## src/include/asq_pkg.sv

```systemverilog
// Package for the scan sequencer control block: offsets, fields, resets,
// states and carrier structs.
// Assumes a 32-bit classic Wishbone slave with halfword-aligned registers.
package asq_pkg;

	// ========================================================
	// Register map (byte addresses)
	localparam logic [15:0] ASQ_OFS_RESULT = 16'h5380;
	localparam logic [15:0] ASQ_OFS_TRIG = 16'h5382;
	localparam logic [15:0] ASQ_OFS_CTL = 16'h5384;
	localparam int ASQ_ADDR_W = 16;

	// ========================================================
	// Control/status field positions
	localparam int ASQ_CTL_EN = 0;
	localparam int ASQ_CTL_RUN = 1;
	localparam int ASQ_CTL_DIE = 4;
	localparam int ASQ_CTL_OIE = 5;
	localparam int ASQ_CTL_DONE = 8;
	localparam int ASQ_CTL_OVW = 9;
	localparam int ASQ_CTL_BUSY = 10;
	localparam int ASQ_CTL_CH_LO = 12;

	// ========================================================
	// Trigger/channel select field positions
	localparam int ASQ_TRG_ST_LO = 0;
	localparam int ASQ_TRG_TS_LO = 4;
	localparam int ASQ_TRG_MODE = 6;
	localparam int ASQ_TRG_JUST = 7;
	localparam int ASQ_TRG_FIRST_LO = 8;
	localparam int ASQ_TRG_LAST_LO = 11;

	// ========================================================
	// Reset values and counts
	localparam logic [2:0] ASQ_RST_SAMPLE = 3'h7;
	localparam logic [1:0] ASQ_RST_TSRC = 2'h0;
	localparam logic [3:0] ASQ_SAMPLE_BASE = 4'h2;
	localparam int ASQ_CONV_CYC = 11;

	typedef enum logic [1:0] {
		ASQ_TS_SOFT = 2'h0,
		ASQ_TS_TIMER = 2'h1,
		ASQ_TS_RSVD = 2'h2,
		ASQ_TS_EXT = 2'h3
	} asq_tsrc_e;

	typedef enum logic [2:0] {
		ASQ_IDLE = 3'b001,
		ASQ_SAMPLE = 3'b010,
		ASQ_CONVERT = 3'b100
	} asq_state_e;

	// Sequencer configuration
	typedef struct packed {
		logic [2:0] last_ch;
		logic [2:0] first_ch;
		logic justify;
		logic mode;
		asq_tsrc_e tsrc;
		logic [2:0] sample;
	} asq_cfg_s;

	// Result delivery from the converter core
	typedef struct packed {
		logic valid;
		logic [9:0] data;
	} asq_res_s;

endpackage
```

## src/design/asq_conv_timer.sv

```systemverilog
// Conversion clock divider and cycle counter for one channel step.
// Assumes start_i is a one-cycle pulse; abort_i stops the step at once.
`timescale 1ns/1ps
`default_nettype none
module asq_conv_timer
	import asq_pkg::*;
#(
	parameter int DIV = 2
) (
	// Clock and reset
	input wire logic clk_i,
	input wire logic rst_i,
	// Control
	input wire logic start_i,
	input wire logic abort_i,
	input wire logic [4:0] cycles_i,
	// Status
	output logic tick_o,
	output logic done_o
);
	logic [7:0] div_r;
	logic [4:0] cnt_r;
	logic run_r;

	// Free-running conversion clock enable
	always_ff @(posedge clk_i) begin
		if (rst_i) begin
			div_r <= 8'h00;
			tick_o <= 1'b0;
		end else if (div_r == 8'(DIV - 1)) begin
			div_r <= 8'h00;
			tick_o <= 1'b1;
		end else begin
			div_r <= div_r + 8'h01;
			tick_o <= 1'b0;
		end
	end

	always_ff @(posedge clk_i) begin
		if (rst_i || abort_i) begin
			run_r <= 1'b0;
			cnt_r <= 5'h00;
			done_o <= 1'b0;
		end else if (start_i) begin
			run_r <= 1'b1;
			cnt_r <= cycles_i;
			done_o <= 1'b0;
		end else if (run_r && tick_o) begin
			cnt_r <= cnt_r - 5'h01;
			done_o <= (cnt_r == 5'h01);
			run_r <= (cnt_r != 5'h01);
		end else begin
			done_o <= 1'b0;
		end
	end
endmodule
`default_nettype wire

```

## src/design/asq_sync.sv

```systemverilog
// Two-flop synchroniser for a single asynchronous level.
// Assumes the input comes from a pin outside the clk_i domain.
`timescale 1ns/1ps
`default_nettype none
module asq_sync (
	// Clock and reset
	input wire logic clk_i,
	input wire logic rst_i,
	// Level
	input wire logic d_i,
	output logic q_o
);
	logic meta_r;

	// Resets high so an idle pull-up pin gives no false edge
	always_ff @(posedge clk_i) begin
		if (rst_i) begin
			meta_r <= 1'b1;
			q_o <= 1'b1;
		end else begin
			meta_r <= d_i;
			q_o <= meta_r;
		end
	end
endmodule
`default_nettype wire

```

## src/design/asq_top.sv

```systemverilog
// Scan sequencer control of a 10-bit converter: registers, triggers,
// channel walk and status flags.
// Assumes classic Wishbone master on clk_i and an analog core returning
// one result per conversion through conv_res_i.
//
// What this block does
// - Continuous mode repeats the channel range until software stops it.
// - One-time mode converts each channel in range once, then ends.
// - Trigger field: 0 software, 1 timer, 3 external pin, 2 reserved.
// - External source starts a sequence on pin falling edge.
// - Timer source starts a sequence on a timer underflow pulse while idle.
// - Sampling lasts sample field plus two conversion clock cycles.
// - Read-only channel indicator in bits 14..12, reset 0.
// - Busy rises at accepted trigger, falls when the sequence ends or is stopped.
// - Completion while done flag set overwrites result, sets overwrite flag.
// - Writing 1 clears overwrite flag; writing 0 does nothing.
// - Each completion loads the result and sets the done flag.
// - Reading the result register clears the done flag.
// - An overwriting completion also sets the done flag.
// - Done interrupt request when done flag and its enable both set.
// - Overwrite interrupt request when flag and its enable both set.
// - Writing 1 to run bit is the software trigger when enabled.
// - Hardware trigger sets the run bit by itself.
// - Run bit reads 1 during sequence; one-time mode clears it at end.
// - Continuous mode stops only when software writes run bit 0.
// - With enable 0 every trigger is ignored.
// - Justify 1 puts result in bits 15..6, otherwise bits 9..0.
// - Sequence spans first to last channel field; equal means one.
// - Clearing enable blocks triggers only; running conversion continues.
`timescale 1ns/1ps
`default_nettype none
module asq_top
	import asq_pkg::*;
#(
	parameter int DIV = 2
) (
	// Clock and reset
	input wire logic clk_i,
	input wire logic rst_i,
	// Wishbone slave
	input wire logic cyc_i,
	input wire logic stb_i,
	input wire logic we_i,
	input wire logic [ASQ_ADDR_W-1:0] adr_i,
	input wire logic [3:0] sel_i,
	input wire logic [31:0] dat_i,
	output logic [31:0] dat_o,
	output logic ack_o,
	// Triggers
	input wire logic timer_underflow_i,
	input wire logic external_trigger_pin_n_i,
	// Analog core
	input wire asq_res_s conv_res_i,
	output logic [2:0] analog_input_channel_o,
	output logic sample_o,
	// Interrupt requests
	output logic done_irq_o,
	output logic ovw_irq_o
);

	// ========================================================
	// Register state
	asq_cfg_s cfg_r;
	logic en_r;
	logic run_r;
	logic die_r;
	logic oie_r;
	logic done_r;
	logic ovw_r;
	logic busy_r;
	logic [2:0] ch_r;
	logic [15:0] result_r;
	asq_state_e state_r;

	// ========================================================
	// Bus decode
	logic req;
	logic wr;
	logic rd;
	logic lo_lane;
	logic hi_lane;

	function automatic logic hit(input logic [ASQ_ADDR_W-1:0] a,
		input logic [15:0] ofs);
		hit = (a[ASQ_ADDR_W-1:2] == ofs[15:2]) && (a[1:0] == ofs[1:0]);
	endfunction

	assign req = cyc_i && stb_i && !ack_o;
	assign wr = req && we_i;
	assign rd = req && !we_i;
	// 16-bit registers live in the low half; byte lanes steer writes
	assign lo_lane = sel_i[0];
	assign hi_lane = sel_i[1];

	logic wr_trg;
	logic wr_ctl;
	logic rd_res;
	assign wr_trg = wr && hit(adr_i, ASQ_OFS_TRIG);
	assign wr_ctl = wr && hit(adr_i, ASQ_OFS_CTL);
	assign rd_res = rd && hit(adr_i, ASQ_OFS_RESULT);

	always_ff @(posedge clk_i) begin
		if (rst_i) begin
			ack_o <= 1'b0;
		end else begin
			ack_o <= req;
		end
	end

	// ========================================================
	// Trigger detection
	logic ext_s;
	logic ext_d_r;
	logic ext_fall;
	logic sw_trig;
	logic hw_trig;
	logic trig;

	asq_sync u_ext_sync (
		.clk_i(clk_i),
		.rst_i(rst_i),
		.d_i(external_trigger_pin_n_i),
		.q_o(ext_s)
	);

	always_ff @(posedge clk_i) begin
		if (rst_i) begin
			ext_d_r <= 1'b1;
		end else begin
			ext_d_r <= ext_s;
		end
	end

	assign ext_fall = ext_d_r && !ext_s;
	assign sw_trig = wr_ctl && lo_lane && dat_i[ASQ_CTL_RUN]
		&& cfg_r.tsrc == ASQ_TS_SOFT;
	always_comb begin
		unique case (cfg_r.tsrc)
			ASQ_TS_TIMER: hw_trig = timer_underflow_i;
			ASQ_TS_EXT: hw_trig = ext_fall;
			default: hw_trig = 1'b0;
		endcase
	end
	// Only an idle sequencer takes a new trigger
	// A stop written in the same cycle beats a hardware trigger
	assign trig = en_r && state_r == ASQ_IDLE && !(wr_ctl && lo_lane
		&& !dat_i[ASQ_CTL_RUN]) && (sw_trig || hw_trig);

	// ========================================================
	// Configuration register
	always_ff @(posedge clk_i) begin
		if (rst_i) begin
			cfg_r <= '{last_ch: 3'h0, first_ch: 3'h0, justify: 1'b0,
				mode: 1'b0, tsrc: ASQ_TS_SOFT, sample: ASQ_RST_SAMPLE};
		end else if (wr_trg) begin
			if (lo_lane) begin
				cfg_r.sample <= dat_i[ASQ_TRG_ST_LO +: 3];
				cfg_r.tsrc <= asq_tsrc_e'(dat_i[ASQ_TRG_TS_LO +: 2]);
				cfg_r.mode <= dat_i[ASQ_TRG_MODE];
				cfg_r.justify <= dat_i[ASQ_TRG_JUST];
			end
			if (hi_lane) begin
				cfg_r.first_ch <= dat_i[ASQ_TRG_FIRST_LO +: 3];
				cfg_r.last_ch <= dat_i[ASQ_TRG_LAST_LO +: 3];
			end
		end
	end

	// Enables
	always_ff @(posedge clk_i) begin
		if (rst_i) begin
			en_r <= 1'b0;
			die_r <= 1'b0;
			oie_r <= 1'b0;
		end else if (wr_ctl && lo_lane) begin
			en_r <= dat_i[ASQ_CTL_EN];
			die_r <= dat_i[ASQ_CTL_DIE];
			oie_r <= dat_i[ASQ_CTL_OIE];
		end
	end

	// ========================================================
	// Sequencer
	logic step_start;
	logic step_done;
	logic tick;
	logic seq_stop;
	logic last_step;
	logic [4:0] step_cycles;

	assign seq_stop = wr_ctl && lo_lane && !dat_i[ASQ_CTL_RUN];
	assign last_step = ch_r == cfg_r.last_ch;
	assign step_cycles = 5'({2'b00, cfg_r.sample} + ASQ_SAMPLE_BASE);

	asq_conv_timer #(
		.DIV(DIV)
	) u_timer (
		.clk_i(clk_i),
		.rst_i(rst_i),
		.start_i(step_start),
		.abort_i(seq_stop),
		.cycles_i(state_r == ASQ_SAMPLE ? 5'(ASQ_CONV_CYC)
			: step_cycles),
		.tick_o(tick),
		.done_o(step_done)
	);

	// Conversion phase ends when the core result arrives
	logic conv_end;
	assign conv_end = state_r == ASQ_CONVERT && conv_res_i.valid;
	assign step_start = trig || (state_r == ASQ_SAMPLE && step_done)
		|| (conv_end && !(last_step && !cfg_r.mode));

	always_ff @(posedge clk_i) begin
		if (rst_i || seq_stop) begin
			state_r <= ASQ_IDLE;
		end else begin
			unique case (state_r)
				ASQ_IDLE: if (trig) begin
					state_r <= ASQ_SAMPLE;
				end
				ASQ_SAMPLE: if (step_done) begin
					state_r <= ASQ_CONVERT;
				end
				ASQ_CONVERT: if (conv_end) begin
					state_r <= (last_step && !cfg_r.mode) ? ASQ_IDLE
						: ASQ_SAMPLE;
				end
			endcase
		end
	end

	always_ff @(posedge clk_i) begin
		if (rst_i) begin
			ch_r <= 3'h0;
		end else if (trig) begin
			ch_r <= cfg_r.first_ch;
		end else if (conv_end) begin
			ch_r <= last_step ? cfg_r.first_ch : ch_r + 3'h1;
		end
	end

	always_ff @(posedge clk_i) begin
		if (rst_i) begin
			run_r <= 1'b0;
			busy_r <= 1'b0;
		end else if (trig) begin
			run_r <= 1'b1;
			busy_r <= 1'b1;
		end else if (seq_stop
			|| (conv_end && last_step && !cfg_r.mode)) begin
			run_r <= 1'b0;
			busy_r <= 1'b0;
		end
	end

	// ========================================================
	// Result and flags
	always_ff @(posedge clk_i) begin
		if (rst_i) begin
			result_r <= 16'h0000;
		end else if (conv_end) begin
			result_r <= cfg_r.justify ? {conv_res_i.data, 6'h00}
				: {6'h00, conv_res_i.data};
		end
	end

	// Completion wins over a read in the same cycle
	always_ff @(posedge clk_i) begin
		if (rst_i) begin
			done_r <= 1'b0;
		end else if (conv_end) begin
			done_r <= 1'b1;
		end else if (rd_res) begin
			done_r <= 1'b0;
		end
	end

	always_ff @(posedge clk_i) begin
		if (rst_i) begin
			ovw_r <= 1'b0;
		end else if (conv_end && done_r) begin
			ovw_r <= 1'b1;
		end else if (wr_ctl && hi_lane && dat_i[ASQ_CTL_OVW]) begin
			ovw_r <= 1'b0;
		end
	end

	always_ff @(posedge clk_i) begin
		if (rst_i) begin
			done_irq_o <= 1'b0;
			ovw_irq_o <= 1'b0;
		end else begin
			// Next-state set terms so requests rise with flags; overwrite request drops one cycle after its flag clears
			done_irq_o <= die_r && (conv_end || (done_r && !rd_res));
			ovw_irq_o <= oie_r && (ovw_r || (conv_end && done_r));
		end
	end

	// ========================================================
	// Analog side and read data
	always_ff @(posedge clk_i) begin
		if (rst_i) begin
			analog_input_channel_o <= 3'h0;
			sample_o <= 1'b0;
		end else begin
			analog_input_channel_o <= ch_r;
			sample_o <= state_r == ASQ_SAMPLE;
		end
	end

	logic [15:0] ctl_rd;
	logic [15:0] trg_rd;
	always_comb begin
		ctl_rd = 16'h0000;
		ctl_rd[ASQ_CTL_CH_LO +: 3] = ch_r;
		ctl_rd[ASQ_CTL_BUSY] = busy_r;
		ctl_rd[ASQ_CTL_OVW] = ovw_r;
		ctl_rd[ASQ_CTL_DONE] = done_r;
		ctl_rd[ASQ_CTL_OIE] = oie_r;
		ctl_rd[ASQ_CTL_DIE] = die_r;
		ctl_rd[ASQ_CTL_RUN] = run_r;
		ctl_rd[ASQ_CTL_EN] = en_r;
		trg_rd = {2'b00, cfg_r.last_ch, cfg_r.first_ch, cfg_r.justify,
			cfg_r.mode, cfg_r.tsrc, 1'b0, cfg_r.sample};
	end

	always_ff @(posedge clk_i) begin
		if (rst_i) begin
			dat_o <= 32'h0000_0000;
		end else if (rd) begin
			if (hit(adr_i, ASQ_OFS_RESULT)) begin
				dat_o <= {16'h0000, result_r};
			end else if (hit(adr_i, ASQ_OFS_TRIG)) begin
				dat_o <= {16'h0000, trg_rd};
			end else if (hit(adr_i, ASQ_OFS_CTL)) begin
				dat_o <= {16'h0000, ctl_rd};
			end else begin
				dat_o <= 32'h0000_0000;
			end
		end
	end
endmodule
`default_nettype wire

```

## config.mk

```make
export PLATFORM = sky130hd
export DESIGN_NAME = asq_top
export DESIGN_NICKNAME = d
export VERILOG_FILES = /design/src/include/asq_pkg.sv /design/src/design/asq_conv_timer.sv /design/src/design/asq_sync.sv /design/src/design/asq_top.sv
export SDC_FILE = /design/constraint.sdc
export NUM_CORES = 1
export LEC_CHECK = 0
export BUFFER_PORTS_ARGS = -buffer_cell sky130_fd_sc_hd__buf_2
export CORE_AREA = 2 2 102 104
export DETAILED_ROUTE_END_ITERATION = 16
export DIE_AREA = 0 0 104 106
export GPL_TIMING_DRIVEN = 0
export HOLD_SLACK_MARGIN = 0.1
export PLACE_DENSITY = 0.63
export SLEW_MARGIN = 5
export SYNTH_ARGS = -nofsm -noshare
export SYNTH_HDL_FRONTEND = slang
export SYNTH_SLANG_ARGS = --single-unit
```

## constraint.sdc

```tcl
create_clock -name clk_i -period 2.9 [get_ports clk_i]
set_input_delay 0.145 -clock clk_i [delete_from_list [all_inputs] [get_ports clk_i]]
set_output_delay 0.145 -clock clk_i [all_outputs]
set_load 0.02 [all_outputs]
```

==> results of run 1 <==
[placed cells by master (no fill, tap or decap), types with 3 or more instances in the layout]
master / instances
o21ai_0: 8
clkbuf_1: 15
dlygate4sd3_1: 25
dfxtp_1: 83
nor3_1: 17
mux2i_1: 24
buf_4: 18
inv_1: 4
nor2b_1: 4
xnor2_1: 4
nor2_1: 47
xor2_1: 9
nor4b_1: 3
nand2_1: 43
nand3_1: 19
or2_2: 5
a211oi_1: 5
o211ai_1: 4
mux2_2: 9
clkbuf_8: 12
ha_1: 6
nor3b_1: 4
a21oi_1: 29
nand3b_1: 9
and3_1: 3
conb_1: 16
nand2b_1: 3
buf_2: 73
a221oi_1: 6
[cells in the mapped netlist (all sizes together) (6+ instances only)]
master	instances	area, sq um
nor2	48	182.7
dfxtp	83	1662
mux2i	24	240.2
a221oi	6	52.55
mux2	9	101.4
ha	6	75.07
nand3	21	115.1
a21oi	30	153.9
clkbuf	15	56.30
xor2	9	78.83
nand3b	9	67.56
buf	22	153.9
nand2	43	161.4
nor3	17	85.08
o21ai	10	53.80
[worst reg2reg max path: cells and delay by family, from the launching register on]
kind | cells | cell delay, ns
compound gates | 2 | 0.59
flops | 1 | 0.52
mux | 1 | 0.21
xor+xnor | 1 | 0.19
simple gates | 1 | 0.45
[kinds of logic (layout without fill, tap and decap cells)]
group                      Yosys count  in the layout  share of synthesized area, %
adders and majority gates            6              6                         1.917
and+or+nand+nor                    180            180                         24.80
DFF                                 83             83                         42.44
AOI/OAI and AO/OA                   74             74                         13.26
muxes                               33             33                         8.725
xor gates and xnor gates            13             13                         2.908
other                                1             16                       0.09579
buffers and inverters               42            152                         5.848
[layout make-up]
class	instances	area share (%)
plain buffers	37	4.244
clock buffers	12	3.334
clock inverters	3	0.9346
inverters	5	0.3789
multi-input cells	322	42.01
flip-flops and latches	83	33.54
well taps	136	3.435
repair buffers	95	12.12
[report_power, final]
part           total [mW]  internal (mW)  switching, mW
Clock               0.883          0.466          0.418
Combinational       0.221         0.0987          0.123
Sequential           1.17           1.16         0.0159
Total                2.28           1.72          0.556
[state kept, by name, indices dropped and copies added (netlist names), 3 cells and up]
| signal | flops |
|---|---|
| analog_input_channel_o | 3 |
| u_timer.cnt_r | 5 |
| u_timer.div_r | 8 |
| state_r | 3 |
| dat_o | 16 |
| ch_r | 3 |
| cfg_r | 13 |
| result_r | 16 |
[stage by stage]
stage / hold WS, ns / power, mW / util (%) / setup WS, ns / cells
after detailed placement: 0.3461 / 1.393 / 44.92 / 0.9217 / 653
after floorplan: 0.2488 / 1.317 / - / 1.121 / 447
after CTS: 0.1158 / 2.295 / 49.44 / 0.9002 / 692
after global placement: 0.3444 / 1.390 / 44.92 / 0.9896 / 653
after global routing: 0.2568 / 2.361 / 49.54 / 0.7237 / 693
final: 0.2106 / 2.276 / 49.54 / 0.8874 / 693
[layer usage]
layer	vias to the layer above	wire length, um
met4	0	163
li1	1743	-
met2	81	4942
met3	14	474
met1	1609	4716
met5	-	0
[final timing paths]
kind              depth (start not counted)               end  slack (ns)
setup / recovery                          5  u_timer.cnt_r[0]        0.89
hold / removal                            2            done_r        0.21
hold reg to reg                           1    u_ext_sync.q_o        0.41
setup reg to reg                          5  u_timer.cnt_r[0]        0.89
==> reports/summary.md, run 1 <==
At the end of routability-driven placement, the weighted congestion stood at 0.8745. The area used by multi-input combinational logic was 2081 sq um. STA classifies the critical path startpoint as a register. The signal on the critical path passes through xor2_1 > nor4_2 > a2bb2oi_1 > a21boi_4 > mux2i_1. For the pin with the worst max-slew slack, the measured transition is 0.6571 ns. The portion of the clock cycle consumed by the worst path in the final layout was 69.40%; the final global-route overflow total was 0.

Entering global routing, the biggest net connects 14 pins. For the clock skew after layout, the log shows 0.006329 ns. Synthesis handed over a netlist of 432 instances. The startpoint identified for the worst hold timing path is rst_i. The area growth from synthesis to layout is 26.53%.

The tools report the post-DP HPWL as 7.618 mm. In the final routed layout, each cell accounts on average for 14.86 um. Averaged over all synthesized cells, the footprint is 9.063 sq um. The most used flip-flop cell after synthesis was dfxtp_1. After routing the design area is 4954 sq um.

The tools report the initial antenna violation count as 1. The worst hold path belongs to the class primary input to register. The number of enable flip-flop cells after synthesis was 0; the total global routing track utilization was 18.99%. In this run the cell area of the synthesized design comes to 3915 sq um. Total iterations of the first detailed-routing run: 4.

The share of final-layout standard cells stronger than drive strength 1 was 24.78%; the sink count of the clock tree was 83. The total count of max-transition violations in the final report came out at 0. By startpoint and endpoint, the worst setup path is classified as register to register.

The core region is 10000 sq um. Setup repair after global routing left no endpoint under its margin. Row generation in the floorplan step produced 37 rows. Based on the critical path, the design can be clocked at up to 496.9 MHz.

The run gives 56.19% as the normalized max-slew margin. In the final design database the tool counted 629 nets. The sort of element at the end of the critical path was a register. The number of buffers created by CTS came out at 9. Of all nets on the critical path, the largest fanout is 7. The die span in y works out to 106 um. Buffers added to address setup during post-CTS repair amount to 0.

The run gives 16.61 mm as the first-pass GRT wire length. Clock tree root buffer cell: clkbuf_8. After detailed placement, the total cell area comes to 4492 sq um. The busiest layer in global routing was met2. Buffers placed on the I/O ports in this run total 70. The slowest stage of the critical path belongs to the cell dfxtp_1.

The sequential standard cell area is 1662 sq um, and the die extent in x is 104 um. Setup violations remaining at the end of the flow were counted as 0. The clock latency on the worst-skew pair is 0.35 ns, and the via count of the first global-routing pass is 3299. Together, buffers and inverters on the worst path number 0.

The total power divided by cell area is 459.5 nW/um^2, and the count of H-tree levels built during CTS is 3. Grouping stages by cell kind, the critical path spends the most delay in compound AO/OA/AOI/OAI gates. The die covers 11020 sq um.

The critical path's largest stage delay was 0.52 ns. In this run the critical register-to-register path is launched from ch_r[0]. The largest vdd supply drop came out at 276.0 uV. The tools report the sequential area share after synthesis as 42.44%. The proportion of register bits with asynchronous set or reset after synthesis was 0%. Max-cap violations in this run came to 0. The logs give 3.433% for the met3 capacity usage during global routing and 0 for the final hold violation count. The warning count from the yosys run came out at 0. The tools report the number of antenna-violating nets in the routed design as 0. The longest clock path from root to sink contains 2 buffers.

The logs give 983 for the layout filler cell count and 32.28% for the met2 track demand over resource. The starting density of the core was 39.15%. The logs give 24 for the count of hold-fix buffers inserted at cts and 3447 for the via count. For the finished layout, the period the worst path requires is 2.013 ns. Summed over all cells, the static leakage comes to 2.138 nW. The run gives 0 as the number of gates resized after cts. Data on the critical path is required at its endpoint by 3.19 ns. The arrival time at the worst endpoint came out at 2.30 ns. The count of routing violations after the opening detailed-route iteration came out at 162. The flow ran to the end, and the final reports show no timing, DRC or antenna violations.

Origin of the worst setup path: ch_r[0]. TritonCTS built the clock tree. Post-detailed-route via-to-cell ratio: 4.974. The tools report the total length of routed wires as 10.30 mm. Clock-pin slew was measured on the worst setup and hold paths at 0.08 ns. The number of antenna diodes in the final layout is 0.

In the final timing run, aggregate negative setup slack is 0 ns. I/O pin count: 109. The flip-flop and latch count after synthesis came out at 83. Global routing consumed, on the met1 layer, 24.27% of the routing resources. The run gives 0 as the final routed DRC violation total. The tools report the number of distinct library cells after synthesis as 66.
No activity file was read; power rests on OpenSTA's default activity.
==> inputs of run 2 (changes only) <==
--- a/config.mk
+++ b/config.mk
@@ -5,6 +5,7 @@
 export SDC_FILE = /design/constraint.sdc
 export NUM_CORES = 1
 export LEC_CHECK = 0
+export ABC_AREA = 1
 export BUFFER_PORTS_ARGS = -buffer_cell sky130_fd_sc_hd__buf_2
 export CORE_AREA = 2 2 102 104
 export DETAILED_ROUTE_END_ITERATION = 16
==> constraint.sdc (replaced) <==
create_clock -name clk_i -period 1.9 [get_ports clk_i]
set_input_delay 0.095 -clock clk_i [delete_from_list [all_inputs] [get_ports clk_i]]
set_output_delay 0.095 -clock clk_i [all_outputs]
set_load 0.02 [all_outputs]
==> run 2 against run 1 <==
Net effect:
- flip-flop and latch count did not move
- final cell count increased by 13%
- non-clock buffer count stayed put
- sequential power rose by 53%
- register-to-register slack lost 0.75 ns
- clock skew is 0.0097 ns higher
- first-iteration DRC count increased by 30%
- combinational power increased by 57%
==> reports/summary.md, run 2 <==
The tools report the total count of max-transition violations in the final report as 0. The clock net in this run drives a total of 83 sinks. The run gives 10.51 mm as the total length of routed wires. The final global-route overflow total was 0.

Fill cells in the final layout number 1006. The biggest area contributor in the post-synthesis netlist is dfxtp_1. Dividing the detail-routed wire length by the instance count gives 13.47 um. Across the routed clock network, the largest skew measured is 0.01601 ns. In the final layout, the share of cells above drive strength 1 is 22.36%. Type of the tightest min-delay check: primary input to register.

The run gives 2.706 mW as the design internal power. The endpoint required time on the critical path is 2.16 ns, and the maximum number of pins on one net before global-route repair is 15. The worst path meets setup with 0.1133 ns of slack. The part of the power in combinational logic is 9.7%, and the total power after layout is 3.582 mW.

For this run, the register share of the synthesized area comes to 42.69%. Type of element launching the critical path: a primary input. In the layout the commonest cells are nand2_1 (94), dfxtp_1 (83), buf_2 (73). The logs give 2 for the maximum count of clock buffers along a single path and 5 for the total iterations of the first detailed-routing run.

The minimum period implied by the final worst setup slack is 1.787 ns, and the arrival time at the worst endpoint is 2.05 ns. The tools report the initial antenna violation count as 0. The flip-flop and latch count after synthesis was 83; the total negative slack was 0 ns. Detailed placement ended at an HPWL of 7.813 mm. Total instance count after detailed placement: 734. The first global-routing pass estimated 16.76 mm of wire. The slowest stage of the critical path is the dlygate4sd3_1 cell. TritonCTS built the clock tree. Among all cell types in the netlist, the one instantiated most often is nand2_1. The synthesized area per cell is 7.588 sq um, and the transition at the pin with the smallest max-transition slack is 0.5613 ns. The logs give 40.4% for the fraction of power consumed by the clock network and 50.29% for the core utilization of the finished layout. By count the netlist is led by nand2_1 (94), dfxtp_1 (83), inv_1 (56), a21oi_1 (41), nor2_1 (39). For the register share of total power, the log shows 49.9%.

In this run the worst path has a maximum fanout of 10. For this design the total switching power over the nets is 0.8759 mW. After synthesis, the largest area contributor takes up 42.69% of total cell area. For this design the static power due to leakage is 2.142 nW.

The standard-cell row count came out at 37. The run gives 0 as the number of inserted diodes. Before CTS, the worst setup slack after placement is -0.03522 ns. Post-detailed-route via-to-cell ratio: 4.844. Of the total power, the share spent switching nets is 24.46%.

Ranked by total cell area, the synthesized netlist is headed by dfxtp_1 (43%), nand2_1 (9.1%), inv_1 (5.4%), a21oi_1 (5.3%), nand3_1 (4.9%). The tools report the via count of the first global-routing pass as 3516. The largest registers in the layout are dat_o: 16 flops, result_r: 16 flops, cfg_r: 13 flops. For the count of H-tree levels built during CTS, the log shows 3. The run gives 9 as the number of buffers created by CTS. The class of the most critical setup path is primary input to register. Clock tree synthesis selected as its root buffer the cell clkbuf_8. The run gives 715 as the post-layout net count.

The run gives 0 as the warning count from the yosys run. The logs give 3778 for the via count and 0 for the number of max-cap violations. The detail route stage leaves a number of antenna-violating nets equal to 0. The tools report the number of standard cells after synthesis as 513.

For the number of distinct library cells after synthesis, the log shows 44. The die covers 11020 sq um. Setup repair after global routing left no endpoint under its margin. The total power divided by cell area is 712.2 nW/um^2, and the core region area is 10000 sq um. Proportion of register bits with asynchronous set or reset after synthesis: 0%. For this configuration, the core starts out at a cell density of 38.93%. The final routed DRC violation total came out at 0. STA classifies the critical path endpoint as a register. During placement, the flow inserted port buffers numbering 70.

Setup violations remaining at the end of the flow were counted as 0. IR analysis of the VDD net gives a maximum drop of 328.3 uV. The leading cell type in the layout, fill and taps excluded is nand2_1.

The tools report the final hold violation count as 0. The category of cells accounting for the largest share of critical-path delay is buffers and inverters. Walking the worst path, the cells encountered are dlygate4sd3_1 > buf_6 > nor2_4 > nand2_2 > nor2_4 > nand4_4 > o21ai_4 > nand2_2 > buf_6 > nand4_1 > nand3_1 > nand2_1 > inv_1. 109 I/O pins were placed. Most used flip-flop cell after synthesis: dfxtp_1. In this design, the stage delay of the slowest critical-path cell is 0.55 ns. Count of routing violations after the opening detailed-route iteration: 211. The placer's final routability congestion estimate was 0.8666. Global routing used 19.08% of the available tracks. The floorplan step set the die width to 104 um.

Excluding fillers, the count of instances in the completed layout stands at 780. The run finished with clean final reports. The run gives 62.58% as the normalized max-slew margin.

The summed instance area of the synthesized netlist was 3892 sq um. The clock reaches the later pin of the worst-skew pair after 0.37 ns. The highest attainable clock frequency was 559.7 MHz; the die span in y was 106 um. After clock tree synthesis, the setup repair step added 0 buffers.

Relative to the synthesized area, the layout overhead comes to 29.19%. The synthesized design contains 0 enable-type register cells. The worst path buffer plus inverter count is 4. After layout, the worst path uses 94.04% of the clock period. The clock-pin transition on the worst setup and hold timing paths came out at 0.08 ns.
-- run 2: worst reg2reg max path: cells and delay by family, from the launching register on --
| kind | cells | cell delay [ns] |
|---|---|---|
| AOI/OAI and AO/OA | 1 | 0.24 |
| and+or+nand+nor | 7 | 0.77 |
| buffers and inverters | 3 | 0.33 |
| DFF | 1 | 0.33 |
-- run 2: final cells by class --
| cell class | count | area (sq um) | share of cell area (%) |
|---|---|---|---|
| clock buffer | 11 | 141.4 | 2.812 |
| timing repair buffer | 100 | 650.6 | 12.94 |
| tap | 136 | 170.2 | 3.384 |
| sequential | 83 | 1662 | 33.04 |
| buffer | 32 | 200.2 | 3.981 |
| clock inverter | 5 | 85.08 | 1.692 |
| inverter | 60 | 225.2 | 4.479 |
| multi-input combinational | 353 | 1894 | 37.67 |
-- run 2: path summary, 6_finish.rpt --
path	from	endpoint	cells after the start	slack, ns
max	adr_i[1]	u_timer.cnt_r[0]	13	0.11
min	sel_i[0]	cfg_r[0]	3	0.11
max reg2reg	ack_o	u_timer.cnt_r[0]	11	0.14
min reg2reg	u_ext_sync.meta_r	u_ext_sync.q_o	1	0.42
-- run 2: what timing repair did --
item | 4_1_cts | 5_1_grt
endpoints found under the hold margin | 41 | 0
resized for setup | 1 | 9
setup endpoints to repair | 10 | 20
hold buffers | 30 | 0
cloned | 0 | 0
-- run 2: logic make-up after synthesis --
logic type               Yosys count  synth area share, %
AND/OR/NAND/NOR                  218                26.20
AO/OA/AOI/OAI                    104                15.53
buffers and inverters             92                10.90
flip-flops                        83                42.69
XOR/XNOR                           8                2.379
adder cells (fa/ha/maj)            6                1.929
other                              1              0.09634
multiplexers                       1               0.2893
-- run 2: power by group through the flow --
stage	registers, mW	clock network [mW]	logic (mW)
finish	1.79	1.45	0.348
global route	1.79	1.54	0.384
CTS	1.79	1.47	0.343
detailed placement	1.83	0	0.294
global placement	1.83	0	0.290
floorplan	1.84	0	0.176
-- run 2: per-stage QoR --
| step | cell area [sq um] | hold WS [ns] |
|---|---|---|
| after floorplan | 3949 | 0.1988 |
| after global placement | 4469 | 0.2766 |
| after detailed placement | 4469 | 0.2821 |
| after CTS | 4999 | 0.1087 |
| after global routing | 5029 | 0.1273 |
| final | 5029 | 0.1093 |
-- run 2: metal layers --
metal | vias up | wire length (um) | global-route usage (%)
met4 | 0 | 178 | 6.274
met1 | 1718 | 4928 | 25.12
met2 | 114 | 4815 | 31.25
met3 | 14 | 584 | 4.047
li1 | 1932 | - | -
met5 | - | 0 | 0
